`config.mk`:
```
export PLATFORM = sky130hd
export DESIGN_NAME = pbw_bridge_regs
export DESIGN_NICKNAME = d
export VERILOG_FILES = /design/src/logic/pbw_pkg.sv /design/src/logic/pbw_sync.sv /design/src/logic/pbw_window_match.sv /design/src/logic/pbw_bridge_regs.sv
export VERILOG_INCLUDE_DIRS = /design/src /design/src/logic
export SDC_FILE = /design/constraint.sdc
export NUM_CORES = 1
export LEC_CHECK = 0
export BUFFER_PORTS_ARGS = -buffer_cell sky130_fd_sc_hd__buf_2
export CAP_MARGIN = 10
export CORE_ASPECT_RATIO = 1.25
export CORE_MARGIN = 10
export CORE_UTILIZATION = 35
export CTS_BUF_LIST = sky130_fd_sc_hd__clkbuf_16
export CTS_CLUSTER_DIAMETER = 120
export DETAILED_ROUTE_END_ITERATION = 10
export GPL_ROUTABILITY_DRIVEN = 1
export HOLD_SLACK_MARGIN = 0.12
export MAX_ROUTING_LAYER = met4
export PLACE_DENSITY_LB_ADDON = 0.12
export SLEW_MARGIN = 25
export SYNTH_ARGS = -nofsm -noshare
export SYNTH_HDL_FRONTEND = slang
export SYNTH_HIERARCHICAL = 1
export SYNTH_SLANG_ARGS = --single-unit
```
`constraint.sdc`:
```
create_clock -name clk -period 3.5 [get_ports clk]
set_clock_uncertainty 0.15 [all_clocks]
set_input_delay 0.175 -clock clk [delete_from_list [all_inputs] [get_ports clk]]
set_output_delay 0.175 -clock clk [all_outputs]
set_load 0.01 [all_outputs]
```
`src/logic/pbw_cfg.svh`:
```
// register offsets, field positions, reset values and fixed field codes
// for the secondary status and memory window register bank.
// included by name from the package and the bank module; definitions only.
`ifndef PBW_CFG_SVH
`define PBW_CFG_SVH

// byte offsets in configuration space
`define PBW_OFS_SEC_STATUS     8'h1e
`define PBW_OFS_MMIO_BASE      8'h20
`define PBW_OFS_MMIO_LIMIT     8'h22
`define PBW_OFS_PREFETCH_BASE  8'h24

// secondary status fixed bits: bit 5 set, bits 10:9 = 01b, all else zero
`define PBW_SSR_FIXED          16'h0220

// secondary status sticky flag positions
`define PBW_SSR_DATA_PAR_BIT   8
`define PBW_SSR_SIG_TABT_BIT   11
`define PBW_SSR_RCV_TABT_BIT   12
`define PBW_SSR_RCV_MABT_BIT   13
`define PBW_SSR_SIG_SERR_BIT   14
`define PBW_SSR_PAR_DET_BIT    15

// window registers: writable field and its read-only low nibble
`define PBW_WIN_FIELD_MSB      15
`define PBW_WIN_FIELD_LSB      4
`define PBW_MMIO_LOW_NIBBLE    4'h0
`define PBW_PREFETCH_LOW_NIBBLE 4'h1
`define PBW_WIN_FIELD_RESET    12'h000

// implied low twenty address bits of window base and limit, and the memory window upper word
`define PBW_BASE_LOW20         20'h00000
`define PBW_LIMIT_LOW20        20'hfffff
`define PBW_MMIO_UPPER32       32'h00000000

// bit 6 of the command register gates the data parity flag
`define PBW_CMD_PAR_RESP_BIT   6

`endif

```
`src/logic/pbw_pkg.sv`:
```
// types shared by the secondary status and memory window register bank.
// assumes pbw_cfg.svh is on the include path.
`include "pbw_cfg.svh"

package pbw_pkg;

	typedef logic [11:0] pbw_win_field_t;
	typedef logic [63:0] pbw_addr_t;
	typedef logic [15:0] pbw_half_t;

endpackage : pbw_pkg

```
`src/logic/pbw_sync.sv`:
```
// two-flop synchroniser for a group of asynchronous level inputs.
// assumes the inputs change slowly compared with clk.
`timescale 1ns/1ps
`default_nettype none

module pbw_sync #(
	parameter int          WIDTH     = 2,
	parameter logic [WIDTH-1:0] RESET_VAL = '1
) (
	// clock and reset
	input  wire logic             clk,
	input  wire logic             rst_n,
	// asynchronous side
	input  wire logic [WIDTH-1:0] asyncIn,
	// clk side
	output var  logic [WIDTH-1:0] syncOut
);

	logic [WIDTH-1:0] meta_q;

	// the first stage feeds only the second stage
	always_ff @(posedge clk or negedge rst_n) begin
		if (!rst_n) begin
			meta_q  <= RESET_VAL;
			syncOut <= RESET_VAL;
		end else begin
			meta_q  <= asyncIn;
			syncOut <= meta_q;
		end
	end

endmodule : pbw_sync

`default_nettype wire

```
`src/logic/pbw_window_match.sv`:
```
// inclusive address range compare for one forwarding window.
// assumes base and limit are already assembled to full 64-bit addresses.
`timescale 1ns/1ps
`default_nettype none

module pbw_window_match
	import pbw_pkg::*;
(
	// window
	input  wire pbw_addr_t windowBase,
	input  wire pbw_addr_t windowLimit,
	// transaction
	input  wire pbw_addr_t txnAddr,
	output var  logic      inWindow
);

	// a base above the limit gives an empty window, which disables it
	assign inWindow = (txnAddr >= windowBase) && (txnAddr <= windowLimit);

endmodule : pbw_window_match

`default_nettype wire

```
`src/logic/pbw_bridge_regs.sv`:
```
// secondary status and memory window register bank of a bridge's
// type 1 configuration header, with the forwarding window decode.
// assumes the configuration access port and event strobes run on clk;
// the two secondary error pins are asynchronous and are synchronised here.
//
// Functional notes
// - status bit 5 reads one, 66 MHz
// - status bits 4:0 and 6 read zero
// - status bit 7 reads zero, no fast b2b
// - bit 8 set: parity error with response enabled
// - status bits 10:9 read 01b, medium timing
// - bit 11 set on signalled target abort
// - bit 12 set on received target abort
// - bit 13 set on received master abort
// - bit 14 set when system error asserted, held until cleared
// - bit 15 set on any parity error
// - memory base bits 15:4 writable, address 31:20
// - memory base low twenty bits are zero
// - memory limit field, low twenty bits ones
// - memory base and limit bound forwarded range
// - memory base and limit nibble reads zero
// - prefetch base field writable, nibble reads one
// - prefetch window uses limit and upper words
// - prefetch limit low twenty bits are ones
// - prefetch base upper word gives bits 63:32
`timescale 1ns/1ps
`default_nettype none
`include "pbw_cfg.svh"

module pbw_bridge_regs
	import pbw_pkg::*;
(
	// clock and reset
	input  wire logic        clk,
	input  wire logic        rst_n,
	// configuration access, byte address of the dword in cfgAddr[7:2]
	input  wire logic [7:0]  cfgAddr,
	input  wire logic [3:0]  cfgByteEn,
	input  wire logic        cfgWrite,
	input  wire logic        cfgRead,
	input  wire logic [31:0] cfgWrData,
	output var  logic [31:0] cfgRdData,
	output var  logic        cfgRdValid,
	// command register bit 6 held elsewhere
	input  wire logic        commandRegister,
	// secondary bus pins, asynchronous, active low
	input  wire logic        secondaryParityErrorN,
	input  wire logic        secondarySystemErrorN,
	// secondary interface events, one-cycle pulses on clk
	input  wire logic        sigTargetAbort,
	input  wire logic        rcvTargetAbort,
	input  wire logic        rcvMasterAbort,
	// prefetch registers held elsewhere
	input  wire pbw_half_t   prefetchWindowLimit,
	input  wire logic [31:0] prefetchBaseUpperWord,
	input  wire logic [31:0] prefetchLimitUpperWord,
	// memory transaction decode
	input  wire logic        txnValid,
	input  wire pbw_addr_t   txnAddr,
	output var  logic        mmioHit,
	output var  logic        prefetchHit
);

	// byte lanes of a half word, selected by two byte enables
	function automatic pbw_half_t laneMask(input logic [1:0] be);
		laneMask = {{8{be[1]}}, {8{be[0]}}};
	endfunction : laneMask

	// update of a 12-bit address field from a half word write
	function automatic pbw_win_field_t fieldWrite(
		input pbw_win_field_t cur,
		input pbw_half_t      data,
		input pbw_half_t      mask
	);
		pbw_win_field_t m;
		m = mask[`PBW_WIN_FIELD_MSB:`PBW_WIN_FIELD_LSB];
		fieldWrite = (data[`PBW_WIN_FIELD_MSB:`PBW_WIN_FIELD_LSB] & m) | (cur & ~m);
	endfunction : fieldWrite

	// sticky flag: a set in the same cycle as a clear wins
	function automatic logic flagNext(input logic cur, input logic set, input logic clr);
		flagNext = set | (cur & ~clr);
	endfunction : flagNext

	// synchronised pins
	logic [1:0] pinSync;
	logic       parityErr;
	logic       systemErr;

	pbw_sync #(
		.WIDTH     (2),
		.RESET_VAL (2'h3)
	) u_pin_sync (
		.clk     (clk),
		.rst_n   (rst_n),
		.asyncIn ({secondaryParityErrorN, secondarySystemErrorN}),
		.syncOut (pinSync)
	);

	assign parityErr = ~pinSync[1];
	assign systemErr = ~pinSync[0];

	// register state
	logic           dataParErr_q;
	logic           sigTgtAbt_q;
	logic           rcvTgtAbt_q;
	logic           rcvMstAbt_q;
	logic           sigSysErr_q;
	logic           parDetected_q;
	pbw_win_field_t mmioBase_q;
	pbw_win_field_t mmioLimit_q;
	pbw_win_field_t prefetchBase_q;

	// byte offsets held as typed constants so their dword bits can be sliced
	localparam logic [7:0] OfsSsr      = `PBW_OFS_SEC_STATUS;
	localparam logic [7:0] OfsMmio     = `PBW_OFS_MMIO_BASE;
	localparam logic [7:0] OfsPrefetch = `PBW_OFS_PREFETCH_BASE;

	// dword decode; status sits in the upper half of its dword
	wire logic selSsr      = cfgAddr[7:2] == OfsSsr[7:2];
	wire logic selMmio     = cfgAddr[7:2] == OfsMmio[7:2];
	wire logic selPrefetch = cfgAddr[7:2] == OfsPrefetch[7:2];

	wire pbw_half_t lowMask  = laneMask(cfgByteEn[1:0]);
	wire pbw_half_t highMask = laneMask(cfgByteEn[3:2]);
	wire pbw_half_t lowData  = cfgWrData[15:0];
	wire pbw_half_t highData = cfgWrData[31:16];

	// write-one-to-clear strobes; a zero bit leaves its flag alone
	wire pbw_half_t ssrClr = (cfgWrite && selSsr) ? (highData & highMask) : 16'h0000;

	// status assembled from fixed fields and sticky flags
	pbw_half_t ssrValue;
	always_comb begin
		ssrValue = `PBW_SSR_FIXED;
		ssrValue[`PBW_SSR_DATA_PAR_BIT] = dataParErr_q;
		ssrValue[`PBW_SSR_SIG_TABT_BIT] = sigTgtAbt_q;
		ssrValue[`PBW_SSR_RCV_TABT_BIT] = rcvTgtAbt_q;
		ssrValue[`PBW_SSR_RCV_MABT_BIT] = rcvMstAbt_q;
		ssrValue[`PBW_SSR_SIG_SERR_BIT] = sigSysErr_q;
		ssrValue[`PBW_SSR_PAR_DET_BIT]  = parDetected_q;
	end

	// window registers as read: the low nibble is hardwired
	wire pbw_half_t mmioBaseRd  = {mmioBase_q, `PBW_MMIO_LOW_NIBBLE};
	wire pbw_half_t mmioLimitRd = {mmioLimit_q, `PBW_MMIO_LOW_NIBBLE};
	wire pbw_half_t prefBaseRd  = {prefetchBase_q, `PBW_PREFETCH_LOW_NIBBLE};

	// bytes of these dwords owned by other banks read as zero here
	wire logic [31:0] rdWord = selSsr      ? {ssrValue, 16'h0000} :
	                           selMmio     ? {mmioLimitRd, mmioBaseRd} :
	                           selPrefetch ? {16'h0000, prefBaseRd} :
	                                         32'h00000000;

	// status flags
	always_ff @(posedge clk or negedge rst_n) begin
		if (!rst_n) begin
			dataParErr_q  <= 1'b0;
			sigTgtAbt_q   <= 1'b0;
			rcvTgtAbt_q   <= 1'b0;
			rcvMstAbt_q   <= 1'b0;
			sigSysErr_q   <= 1'b0;
			parDetected_q <= 1'b0;
		end else begin
			dataParErr_q  <= flagNext(dataParErr_q, parityErr & commandRegister,
				ssrClr[`PBW_SSR_DATA_PAR_BIT]);
			sigTgtAbt_q   <= flagNext(sigTgtAbt_q, sigTargetAbort,
				ssrClr[`PBW_SSR_SIG_TABT_BIT]);
			rcvTgtAbt_q   <= flagNext(rcvTgtAbt_q, rcvTargetAbort,
				ssrClr[`PBW_SSR_RCV_TABT_BIT]);
			rcvMstAbt_q   <= flagNext(rcvMstAbt_q, rcvMasterAbort,
				ssrClr[`PBW_SSR_RCV_MABT_BIT]);
			sigSysErr_q   <= flagNext(sigSysErr_q, systemErr,
				ssrClr[`PBW_SSR_SIG_SERR_BIT]);
			parDetected_q <= flagNext(parDetected_q, parityErr,
				ssrClr[`PBW_SSR_PAR_DET_BIT]);
		end
	end

	// window address fields; only bits 15:4 take write data
	wire logic wrMmio     = cfgWrite && selMmio;
	wire logic wrPrefetch = cfgWrite && selPrefetch;

	always_ff @(posedge clk or negedge rst_n) begin
		if (!rst_n) begin
			mmioBase_q     <= `PBW_WIN_FIELD_RESET;
			mmioLimit_q    <= `PBW_WIN_FIELD_RESET;
			prefetchBase_q <= `PBW_WIN_FIELD_RESET;
		end else begin
			if (wrMmio) begin
				mmioBase_q  <= fieldWrite(mmioBase_q, lowData, lowMask);
				mmioLimit_q <= fieldWrite(mmioLimit_q, highData, highMask);
			end
			if (wrPrefetch) begin
				prefetchBase_q <= fieldWrite(prefetchBase_q, lowData, lowMask);
			end
		end
	end

	// read answer one cycle after the request
	always_ff @(posedge clk or negedge rst_n) begin
		if (!rst_n) begin
			cfgRdData  <= 32'h00000000;
			cfgRdValid <= 1'b0;
		end else begin
			cfgRdData  <= cfgRead ? rdWord : 32'h00000000;
			cfgRdValid <= cfgRead;
		end
	end

	// assembled windows; the memory window lives below 4 GB
	wire pbw_addr_t mmioBaseAddr  = {`PBW_MMIO_UPPER32, mmioBase_q, `PBW_BASE_LOW20};
	wire pbw_addr_t mmioLimitAddr = {`PBW_MMIO_UPPER32, mmioLimit_q, `PBW_LIMIT_LOW20};
	wire pbw_addr_t prefBaseAddr  = {prefetchBaseUpperWord, prefetchBase_q,
		`PBW_BASE_LOW20};
	wire pbw_addr_t prefLimitAddr = {prefetchLimitUpperWord,
		prefetchWindowLimit[`PBW_WIN_FIELD_MSB:`PBW_WIN_FIELD_LSB], `PBW_LIMIT_LOW20};

	logic mmioIn;
	logic prefetchIn;

	pbw_window_match u_mmio_match (
		.windowBase  (mmioBaseAddr),
		.windowLimit (mmioLimitAddr),
		.txnAddr     (txnAddr),
		.inWindow    (mmioIn)
	);

	pbw_window_match u_prefetch_match (
		.windowBase  (prefBaseAddr),
		.windowLimit (prefLimitAddr),
		.txnAddr     (txnAddr),
		.inWindow    (prefetchIn)
	);

	// hits are registered so the outputs come from flops
	always_ff @(posedge clk or negedge rst_n) begin
		if (!rst_n) begin
			mmioHit     <= 1'b0;
			prefetchHit <= 1'b0;
		end else begin
			mmioHit     <= txnValid && mmioIn;
			prefetchHit <= txnValid && prefetchIn;
		end
	end

endmodule : pbw_bridge_regs

`default_nettype wire

```
# After elaboration in Yosys (flattened, before gate mapping)

Index checks and enable logic that the tools add are counted.

Flip-flop bits (word level): 81
Latch bits: 0
Bits in writable memories: 0
Bits in read-only memories: 0
Bits of input ports: 199
Logic and storage cells: 66
Memories kept: 0

$add $sub $neg: 0
$mul: 0
Divide/modulo/power cells: 0
Magnitude comparators: 4
Equality and inequality tests: 3
Shift operators: 0
Multiplexer cells: 5
Bitwise operators: 32
Reductions and logical operators: 7

Operators by type and width:

| kind                                                                  | number |
|---|---|
| 32-bit two-way mux                                                    | 3 |
| 64-bit by 32-bit >= comparator with 1-bit output                      | 1 |
| 64-bit >= comparator                                                  | 1 |
| 64-bit by 32-bit <= comparator with 1-bit output                      | 1 |
| 64-bit <= comparator                                                  | 1 |
| 12-bit AND                                                            | 5 |
| 12-bit bitwise OR                                                     | 3 |
| 16-bit two-way mux                                                    | 2 |
| 12-bit NOT                                                            | 2 |
| 16-bit AND                                                            | 1 |
| 6-bit by 4-bit equality test with 1-bit output, second input constant | 2 |
| 1-bit NOT                                                             | 8 |
| 1-bit AND                                                             | 7 |
| 1-bit logical AND                                                     | 7 |
| 6-bit by 3-bit equality test with 1-bit output, second input constant | 1 |
| 1-bit bitwise OR                                                      | 6 |

# Longest topological paths before layout

Gate-level depths: netlist (run 1).

Word-level depth: 6
Depth in mapped cells: 10
Gate-level depth less buffers: 10

# Modules after synthesis

Netlist (run 1), hierarchy kept.

Modules (own cells, without submodules):

| module           | times used | cells an instance | area each (um^2) |
|---|---|---|---|
| pbw_window_match | 2          | 451               | 3168.0 |
| pbw_bridge_regs  | 1          | 211               | 2854.0 |
| pbw_sync         | 1          | 4                 | 105.1 |

# Worst setup path after synthesis (run 1)

No wires, ideal clock.

Path kind: register to register
Start point: reg with a tool-made name
End point: reg mmioHit
Setup time: 0.066 ns
Data arrival time: 2.248 ns
Required time: 3.284 ns
Slack: 1.037 ns
Stages on the path, launching flop included: 9
Path buffers: 0
Period minus slack after synthesis: 2.463 ns
Cell sequence: dfrtp_1 -> inv_1 -> ha_1 -> nand4_1 -> or3_1 -> or4_4 -> or3_1 -> a32oi_1 -> and2_1

RTL lines:

| element              | RTL line               | source |
|---|---|---|
| end signal, assigned | pbw_bridge_regs.sv:242 | `mmioHit <= txnValid && mmioIn;` |
| end, declared        | pbw_bridge_regs.sv:60  | `output var logic mmioHit,` |

==> results_dict.tcl, run 1 <==
set metrics [dict create \
    fmax_ghz 0.368 \
    cp.depth 8 \
    busiest_layer "met2" \
    syn_avg_cell_area_sq_um 8.32 \
    postCtsHoldBufs 36 \
    synth_edf_count 0 \
    setup.worst_path.end_class "flop" \
    relSlewSlack_pct 49.5 \
    core_area_sq_um 26100 \
    post_cts_buffers 0 \
    grt_max_degree 75 \
    postSynthCellCount 1117 \
    maxSlewViolCount 0 \
    antenna_found_initial 9 \
    htreeDepth 3 \
    power_mw 2.99 \
    wire_per_inst_um 14.6 \
    synth_area_leaders "ha_1 34%, dfrtp_1 19%, inv_1 11%, a21oi_1 5.3%, mux2_2 4.4%" \
    path_delay_family "simple AND/OR/NAND/NOR gates" \
    ant_nets 0 \
    hold_viol_final 0 \
    synth.yosys.warnings 6 \
    worstRegToRegCells 8 \
    utilization_pct 45.9 \
    rsz0062_at_grt "no" \
    crit_buf_inv 1 \
    synth_top_area_share_pct 34.5 \
    grt_pass1_wl_um 44300 \
    die_w_um 166 \
    place.port_buffers 212 \
    root_buffer "clkbuf_16" \
    status "finished clean" \
    finalSetupTns_ns 0 \
    nets 1966 \
    synth_seq_area_share_pct 20.0 \
    reg2reg_to "mmioHit$_DFF_PN0_" \
    path_cells "inv_1 > ha_1 > nand4_1 > or3_1 > or4_4 > or3_1 > a32oi_1 > and2_1" \
    cap_violations 0 \
    clk_latency_ns 0.33 \
    grt_usage_pct 16.4 \
    critPathSlowestCell "or4_4" \
    ys_seq_elements 74 \
    vias_per_cell 4.59 \
    min_path_cells 4 \
    synth_top_area_cell "ha_1" \
    cts_sinks 74 \
    row_count 66 \
    clk_pin_slew_worst_paths_ns 0.07 \
    period_needed_ns 2.72 \
    globalRouteMet2Util_pct 29.2 \
    place_ws_ns 0.581 \
    post_synth_num_cell_types 53 \
    crit_top_cell "or3_1" \
    gr-total-overflow 0 \
    place_inst 1804 \
    synthFlopType "dfrtp_1" \
    arrival_ns 2.83 \
    post_layout_nonfiller_instances 1865 \
    num_vias 8558 \
    fillerInstances 2699 \
    dpl.hpwl_um 23800 \
    netlist_area_sq_um 9300 \
    ios 234 \
    crit_required_ns 3.62 \
    syn_to_final_growth_pct 28.8 \
    die_area_sq_um 33500 \
    grt_pass1_vias 8760 \
    initial_core_util_pct 35.6 \
    async_flop_share_pct 100 \
    worst_slack_ns 0.783 \
    die_h_um 202 \
    cts_buffer_depth 2 \
    ir_drop_uv 252 \
    numCtsBuffers 9 \
    firstDrtPassIters 4 \
    power_leakage_nw 6.62 \
    drc 0 \
    cpPeakStageDelay_ns 0.54 \
    setup-violations-final 0 \
    worst_setup_path_start_kind "flop" \
    r2r_slack_ns 0.78 \
    tightestPinTransition_ns 0.738 \
    drt_wl_total_um 27200 \
    use_met3_pct 3.11 \
    pwr_density_cell_nw_per_um2 250 \
    period_share_pct 77.6 \
    grtUsageMet1_pct 18.8 \
    endpoint "mmioHit$_DFF_PN0_" \
    cts_tree "yes" \
    drive_above_1_share_pct 18.5 \
    drtIter0Drc 222 \
    hold_path.class "input pin to flop" \
    cts.repair.resized 0 \
    crit_fanout 3 \
    critPathKind "flop to flop" \
    gp_congestion 0.829 \
]
==> report_power, final <==
part	total, mW	switching (mW)	leakage (nW)	internal, mW
Clock	1.09	0.390	0.167	0.698
Combinational	0.980	0.537	5.48	0.443
Sequential	0.925	0.0278	0.972	0.897
==> metal layers <==
| metal | up-vias | wire (um) |
|---|---|---|
| met5 | - | 0 |
| met4 | 0 | 295 |
| met3 | 19 | 1240 |
| met2 | 185 | 13600 |
| met1 | 3811 | 12000 |
| li1 | 4543 | - |
==> how the worst min path moves through the flow <==
| stage | from | end | slack [ns] |
|---|---|---|---|
| after floorplan | rst_n | async pin | -0.27 |
| after global placement | secondaryParityErrorN | u_pin_sync/meta_q[1]$_DFF_PN1_ | 0.13 |
| after detailed placement | secondaryParityErrorN | u_pin_sync/meta_q[1]$_DFF_PN1_ | 0.13 |
| after CTS | cfgAddr[3] | cfgRdData[21]$_DFF_PN0_ | 0.12 |
| after global routing | cfgAddr[3] | cfgRdData[21]$_DFF_PN0_ | 0.15 |
| final | cfgAddr[3] | cfgRdData[21]$_DFF_PN0_ | 0.12 |
==> Yosys cell counts, drive strengths merged (5+ instances only) <==
| cell type | count |
|---|---|
| nor3 | 12 |
| mux2 | 36 |
| a31oi | 5 |
| inv | 261 |
| ha | 256 |
| a21o | 14 |
| a211oi | 6 |
| nor4 | 12 |
| mux2i | 12 |
| dfrtp | 70 |
| nand2 | 69 |
| and2 | 5 |
| nor2 | 37 |
| buf | 15 |
| nand4 | 45 |
| nand3 | 35 |
| and3 | 6 |
| o21ai | 38 |
| nor2b | 7 |
| a21oi | 98 |
| a221oi | 10 |
| a21boi | 8 |
| o21a | 6 |
==> cell type report <==
class                           instances  area [sq um]  area share (%)
Multi-Input combinational cell        915          6910            57.7
Sequential cell                        74          1860            15.5
Timing Repair Buffer                  250          1440            12.0
Inverter                              261           980            8.18
Tap cell                              340           425            3.55
Clock buffer                            9           225            1.88
Clock inverter                          7           119           0.992
Antenna cell                            9          22.5           0.188
==> logic make-up (layout without fill, tap and decap cells) <==
| group | Yosys count | in the layout | synth area share [%] |
|---|---|---|---|
| flops | 74 | 74 | 20.0 |
| compound gates | 208 | 208 | 13.5 |
| buf+inv | 277 | 527 | 11.8 |
| fa+ha+maj | 256 | 256 | 34.5 |
| simple gates | 252 | 252 | 14.6 |
| mux | 48 | 48 | 5.65 |
| other cells | 2 | 160 | 0.0808 |
==> per-stage QoR <==
stage	instance area [sq um]	hold WS (ns)
after floorplan	9850	-0.271
after global placement	11200	0.132
after detailed placement	11200	0.132
after CTS	12000	0.120
after global routing	12000	0.146
final	12000	0.123
==> cells in the final DEF (no fill, tap or decap), types with 14 or more instances in the layout <==
cell type and n:
buf_2 211, dfrtp_1 70, nand2_1 69, ha_1 256, dlygate4sd3_1 36, a21o_1 14
o21ai_0 38, mux2_2 36, conb_1 151, a21oi_1 98, nand4_1 42, inv_1 262
nor2_1 36, nand3_1 35
==> worst min-delay path, cell delays in order <==
cell	delay (ns)
buf_2	0.13
nor4b_4	0.09
nand3_1	0.08
a21boi_0	0.09
Power figures use the tool's default switching activity.
==> run 2, diff against run 1 <==
==> constraint.sdc (replaced) <==
create_clock -name clk -period 2.22 [get_ports clk]
set_clock_uncertainty 0.15 [all_clocks]
set_input_delay 0.111 -clock clk [delete_from_list [all_inputs] [get_ports clk]]
set_output_delay 0.111 -clock clk [all_outputs]
set_load 0.01 [all_outputs]
==> run 2 against run 1 <==
  * Core utilization increased by 5.6 points
  * Maximum frequency is 12% higher
  * Cell count is 9.1% higher
  * Sequential cell count did not move
  * The run now ends with setup timing left
  * Die area unchanged
  * Global-route usage grew 0.71 points
  * Count of clock-buffer cells in the layout did not move
  * First-iteration DRC count shrank 7.7%
  * Combinational power grew 97%
  * Critical path type unchanged
  * Sequential share of layout area shrank 1.7 points
  * Via count grew 5.7%
  * Hold slack better by 0.017 ns
==> results_dict.tcl, run 2 (same netlist as run 1, synthesis figures left out) <==
set metrics [dict create \
    worstRegToRegCells 8 \
    r2r_slack_ns -0.20 \
    period_needed_ns 2.42 \
    cts_buffer_depth 2 \
    cap_violations 0 \
    rsz0062_at_grt "yes" \
    htreeDepth 3 \
    clk_pin_slew_worst_paths_ns 0.06 \
    wire_per_inst_um 13.9 \
    cts_tree "yes" \
    drt_wl_total_um 28300 \
    setup.worst_path.end_class "flop" \
    drtIter0Drc 205 \
    drive_above_1_share_pct 28.3 \
    initial_core_util_pct 35.6 \
    holdCritStartpoint "cfgByteEn[2]" \
    maxSlewViolCount 0 \
    firstDrtPassIters 4 \
    antenna_found_initial 6 \
    power_mw 4.98 \
    grt_usage_pct 17.1 \
    ir_drop_uv 409 \
    worst_setup_path_start_kind "flop" \
    power_leakage_nw 7.48 \
    fmax_ghz 0.413 \
    gr-total-overflow 0 \
    numCtsBuffers 9 \
    setup-violations-final 2 \
    num_vias 9050 \
    status "finished with violations" \
    vias_per_cell 4.45 \
    crit_required_ns 2.35 \
    grt_max_degree 64 \
    pwr_density_cell_nw_per_um2 371 \
    relSlewSlack_pct 45.2 \
    worst_slack_ns -0.199 \
    nets 2139 \
    place_ws_ns -0.540 \
    dpl.hpwl_um 24900 \
    critPathKind "flop to flop" \
    crit_fanout 2 \
    whs_ns 0.140 \
    syn_to_final_growth_pct 44.5 \
    root_buffer "clkbuf_16" \
    grt_pass1_wl_um 46500 \
    place.port_buffers 212 \
    hold_viol_final 0 \
    drc 0 \
    grt_pass1_vias 9482 \
    die_w_um 166 \
    tightestPinTransition_ns 0.822 \
    seqCellArea_sq_um 1860 \
    core_area_sq_um 26100 \
    hold_path.class "input pin to flop" \
    die_area_sq_um 33500 \
    period_share_pct 109 \
    gp_congestion 0.850 \
    arrival_ns 2.55 \
    cts_sinks 74 \
    die_h_um 202 \
    mostFrequentLayoutCell "inv_1" \
    clk_latency_ns 0.34 \
    violations "setup timing" \
    multi_input_area_sq_um 7100 \
    finalSetupTns_ns -0.254 \
    reg2reg_to "mmioHit$_DFF_PN0_" \
    ant_nets 0 \
    row_count 66 \
    utilization_pct 51.5 \
    ios 234 \
    min_path_cells 3 \
    fillerInstances 2586 \
    layout_common_cells "257 x inv_1, 248 x ha_1, 211 x buf_2" \
]
## run 2: worst max-delay path by stage
stage                           start                end
after CTS                        flop  mmioHit$_DFF_PN0_
after global placement    txnAddr[61]  mmioHit$_DFF_PN0_
after detailed placement  txnAddr[13]  mmioHit$_DFF_PN0_
after floorplan                  flop  mmioHit$_DFF_PN0_
final                            flop  mmioHit$_DFF_PN0_
after global routing             flop  mmioHit$_DFF_PN0_
## run 2: timing repair
item,4_1_cts,5_1_grt
endpoints found under the setup margin,2,2
pin swaps,6,5
buffers inserted,3,1
hold endpoints to repair,117,0
hold buffers,35,0
gates resized for setup,17,6
## run 2: report_power, final
group	switching, mW	internal (mW)
Clock	0.620	0.985
Sequential	0.0313	1.41
Combinational	0.949	0.980
Total	1.60	3.38
## run 2: metal layers
| metal | global-route usage [%] | share of wire [%] | up-vias |
|---|---|---|---|
| met5 | - | 0 | - |
| met4 | 3.96 | 1.4 | 0 |
| met3 | 2.78 | 3.7 | 23 |
| met2 | 30.0 | 50 | 168 |
| met1 | 20.0 | 45 | 3986 |
| li1 | - | - | 4873 |
## run 2: critical path, stage by stage, from the launching register on
cell and delay (ns):
dfrtp_1 0.37, inv_2 0.05, ha_4 0.26, nand4_1 0.12, or3_4 0.39, or4_4 0.43, or3_1 0.31, a32oi_1 0.15
and2_1 0.14
## run 2: area by class of cell
type,count,share of cell area [%]
Antenna cell,6,0.112
Clock inverter,7,0.717
Multi-Input combinational cell,915,52.8
Timing Repair Buffer,423,20.4
Inverter,261,7.30
Clock buffer,9,1.68
Tap cell,340,3.17
Sequential cell,74,13.8
## run 2: through the flow
stage	cells	area, sq um
2_1_floorplan	1266	9890
3_3_place_gp	1974	12600
3_5_place_dp	1974	12600
4_1_cts	2028	13400
5_1_grt	2035	13400
6_report	2035	13400
==> run 3, diff against run 2 <==
--- a/config.mk
+++ b/config.mk
@@ -7,7 +7,6 @@
 export NUM_CORES = 1
 export LEC_CHECK = 0
 export BUFFER_PORTS_ARGS = -buffer_cell sky130_fd_sc_hd__buf_2
-export CAP_MARGIN = 10
 export CORE_ASPECT_RATIO = 1.25
 export CORE_MARGIN = 10
 export CORE_UTILIZATION = 35
@@ -17,7 +16,7 @@
 export GPL_ROUTABILITY_DRIVEN = 1
 export HOLD_SLACK_MARGIN = 0.12
 export MAX_ROUTING_LAYER = met4
-export PLACE_DENSITY_LB_ADDON = 0.12
+export PLACE_DENSITY_LB_ADDON = 0.15
 export SLEW_MARGIN = 25
 export SYNTH_ARGS = -nofsm -noshare
 export SYNTH_HDL_FRONTEND = slang
==> run 3 against run 2 <==
  * The flow still finishes with violations (setup timing)
  * Maximum frequency is 5.1% lower
  * Register-to-register slack worse by 0.13 ns
  * Cell count is 0.44% higher
  * Non-clock buffer count is 8 higher
  * Sequential cell count stayed put
  * Sequential power hardly changed
  * Clock power is 3% higher
  * First-iteration DRC count is 2.0% higher
  * Hold slack worse by 0.024 ns
  * Via count is 2.0% higher
  * Count of clock-buffer cells in the layout stayed put
  * Worst setup slack worse by 0.13 ns
  * Critical path type unchanged
==> results_dict.tcl, run 3 (same netlist as run 1, synthesis figures left out) <==
set metrics [dict create \
    path_delay_family "simple AND/OR/NAND/NOR gates" \
    root_buffer "clkbuf_16" \
    grt_pass1_wl_um 46500 \
    tightestPinTransition_ns 0.703 \
    die_h_um 202 \
    syn_to_final_growth_pct 46.6 \
    crit_fanout 2 \
    clk_pin_slew_worst_paths_ns 0.06 \
    mostFrequentLayoutCell "inv_1" \
    initial_core_util_pct 35.6 \
    place.port_buffers 212 \
    ant_nets 0 \
    violations "setup timing" \
    place_ws_ns -0.556 \
    p_seq_share_pct 28.5 \
    p_switching_mw 1.57 \
    utilization_pct 52.2 \
    num_vias 9228 \
    maxSlewViolCount 0 \
    core_area_sq_um 26100 \
    fmax_ghz 0.392 \
    worst_slack_ns -0.328 \
    hold_viol_final 0 \
    status "finished with violations" \
    p_int_mw 3.51 \
    fillerInstances 2558 \
    critPathSlowestCell "dfrtp_1" \
    htreeDepth 3 \
    swShare_pct 30.8 \
    pwr_density_cell_nw_per_um2 373 \
    setup-violations-final 2 \
    power_mw 5.08 \
    worst_setup_path_start_kind "flop" \
    crit_buf_inv 3 \
    crit_required_ns 2.35 \
    rsz0062_at_grt "yes" \
    path_cells "inv_2 > ha_4 > nand4_1 > nor4_2 > buf_4 > nand2_4 > o311ai_4 > buf_4 > nand4_1 > a32oi_1 > and2_1" \
    period_needed_ns 2.55 \
    ir_drop_uv 567 \
    final_area_sq_um 13600 \
    firstDrtPassIters 5 \
    place_inst 1969 \
    relSlewSlack_pct 51.9 \
    finalSetupTns_ns -0.495 \
    cts_sinks 74 \
    row_count 66 \
    grt_pass1_vias 9743 \
    ios 234 \
    drt_wl_total_um 28400 \
    gp_congestion 0.834 \
    cpPeakStageDelay_ns 0.39 \
    setup.worst_path.end_class "flop" \
    post_layout_nonfiller_instances 2044 \
    gr-total-overflow 0 \
    antenna_found_initial 7 \
    grt_usage_pct 17.1 \
    numCtsBuffers 9 \
    clk_latency_ns 0.35 \
    hold_path.class "input pin to flop" \
    power_leakage_nw 7.58 \
    die_w_um 166 \
    drive_above_1_share_pct 28.8 \
    die_area_sq_um 33500 \
    combPwrFrac_pct 38.8 \
    drc 0 \
    vias_per_cell 4.51 \
    whs_ns 0.116 \
    cap_violations 0 \
    arrival_ns 2.68 \
    post_dp_cell_area_sq_um 12600 \
    layout_common_cells "254 x inv_1, 242 x ha_1, 211 x buf_2" \
    clock_power_share_pct 32.6 \
    dpl.hpwl_um 24800 \
    wire_per_inst_um 13.9 \
    grt_max_degree 41 \
    drtIter0Drc 209 \
    period_share_pct 115 \
    nets 2147 \
    critPathKind "flop to flop" \
    cts_tree "yes" \
    cts_buffer_depth 2 \
]
==> run 3: changes by cell type in the layout (fill, tap and decap cells not counted), moves of 2 or more <==
cell and change:
ha_1 -6, dlygate4sd3_1 +5, ha_4 +6, nor3_1 +2
inv_2 +4, buf_12 +3, inv_1 -3, nor3_2 -3
clkinv_4 -2
==> run 3: what timing repair did <==
item                                   4_1_cts  5_1_grt
buffers inserted                             5        7
hold buffers                                40        0
gates resized for setup                     17       16
endpoints found under the hold margin      134        0
gates cloned                                 0        0
setup endpoints to repair                    2        2
pin swaps                                   12       16
==> run 3: cell type report <==
class                      instances  area (sq um)  share of cell area (%)
clock inverter                     7           110                   0.808
tap                              340           425                    3.12
antenna                            7          17.5                   0.129
inverter                         261           980                    7.19
timing repair buffer             431          2850                    20.9
clock buffer                       9           225                    1.65
sequential                        74          1860                    13.6
multi-input combinational        915          7170                    52.6
==> run 3: worst reg2reg max path, stage by stage, from the launching register on <==
cell      delay, ns
dfrtp_1        0.39
inv_2          0.06
ha_4           0.26
nand4_1        0.17
nor4_2         0.37
buf_4          0.19
nand2_4        0.05
o311ai_4       0.30
buf_4          0.16
nand4_1        0.06
a32oi_1        0.19
and2_1         0.14
==> run 3: worst paths after layout <==
path,startpoint,depth (start not counted),end,slack [ns]
worst max-delay path,flop,11,mmioHit$_DFF_PN0_,-0.33
worst max register to register,flop,11,mmioHit$_DFF_PN0_,-0.33
min in group asynchronous,rst_n,2,async pin,0.14
worst min-delay path,cfgByteEn[0],3,flop,0.12
max in group asynchronous,rst_n,3,cfgRdData[23]$_DFF_PN0_,1.19
worst min register to register,u_pin_sync/meta_q[1]$_DFF_PN1_,0,u_pin_sync/syncOut[1]$_DFF_PN1_,0.21
==> run 3: metal layers <==
metal,GRT usage (%),part of all wire [%]
met2,30.5,50
met5,-,0
met4,4.91,1.8
met1,19.3,44
met3,2.89,4.1
==> run 3: power groups by stage <==
stage,registers [mW],logic [mW],clock network (mW)
after global routing,1.46,2.27,1.75
after global placement,1.47,1.79,0
after CTS,1.45,1.94,1.69
final,1.45,1.97,1.66
after detailed placement,1.47,1.83,0
after floorplan,1.47,0.962,0
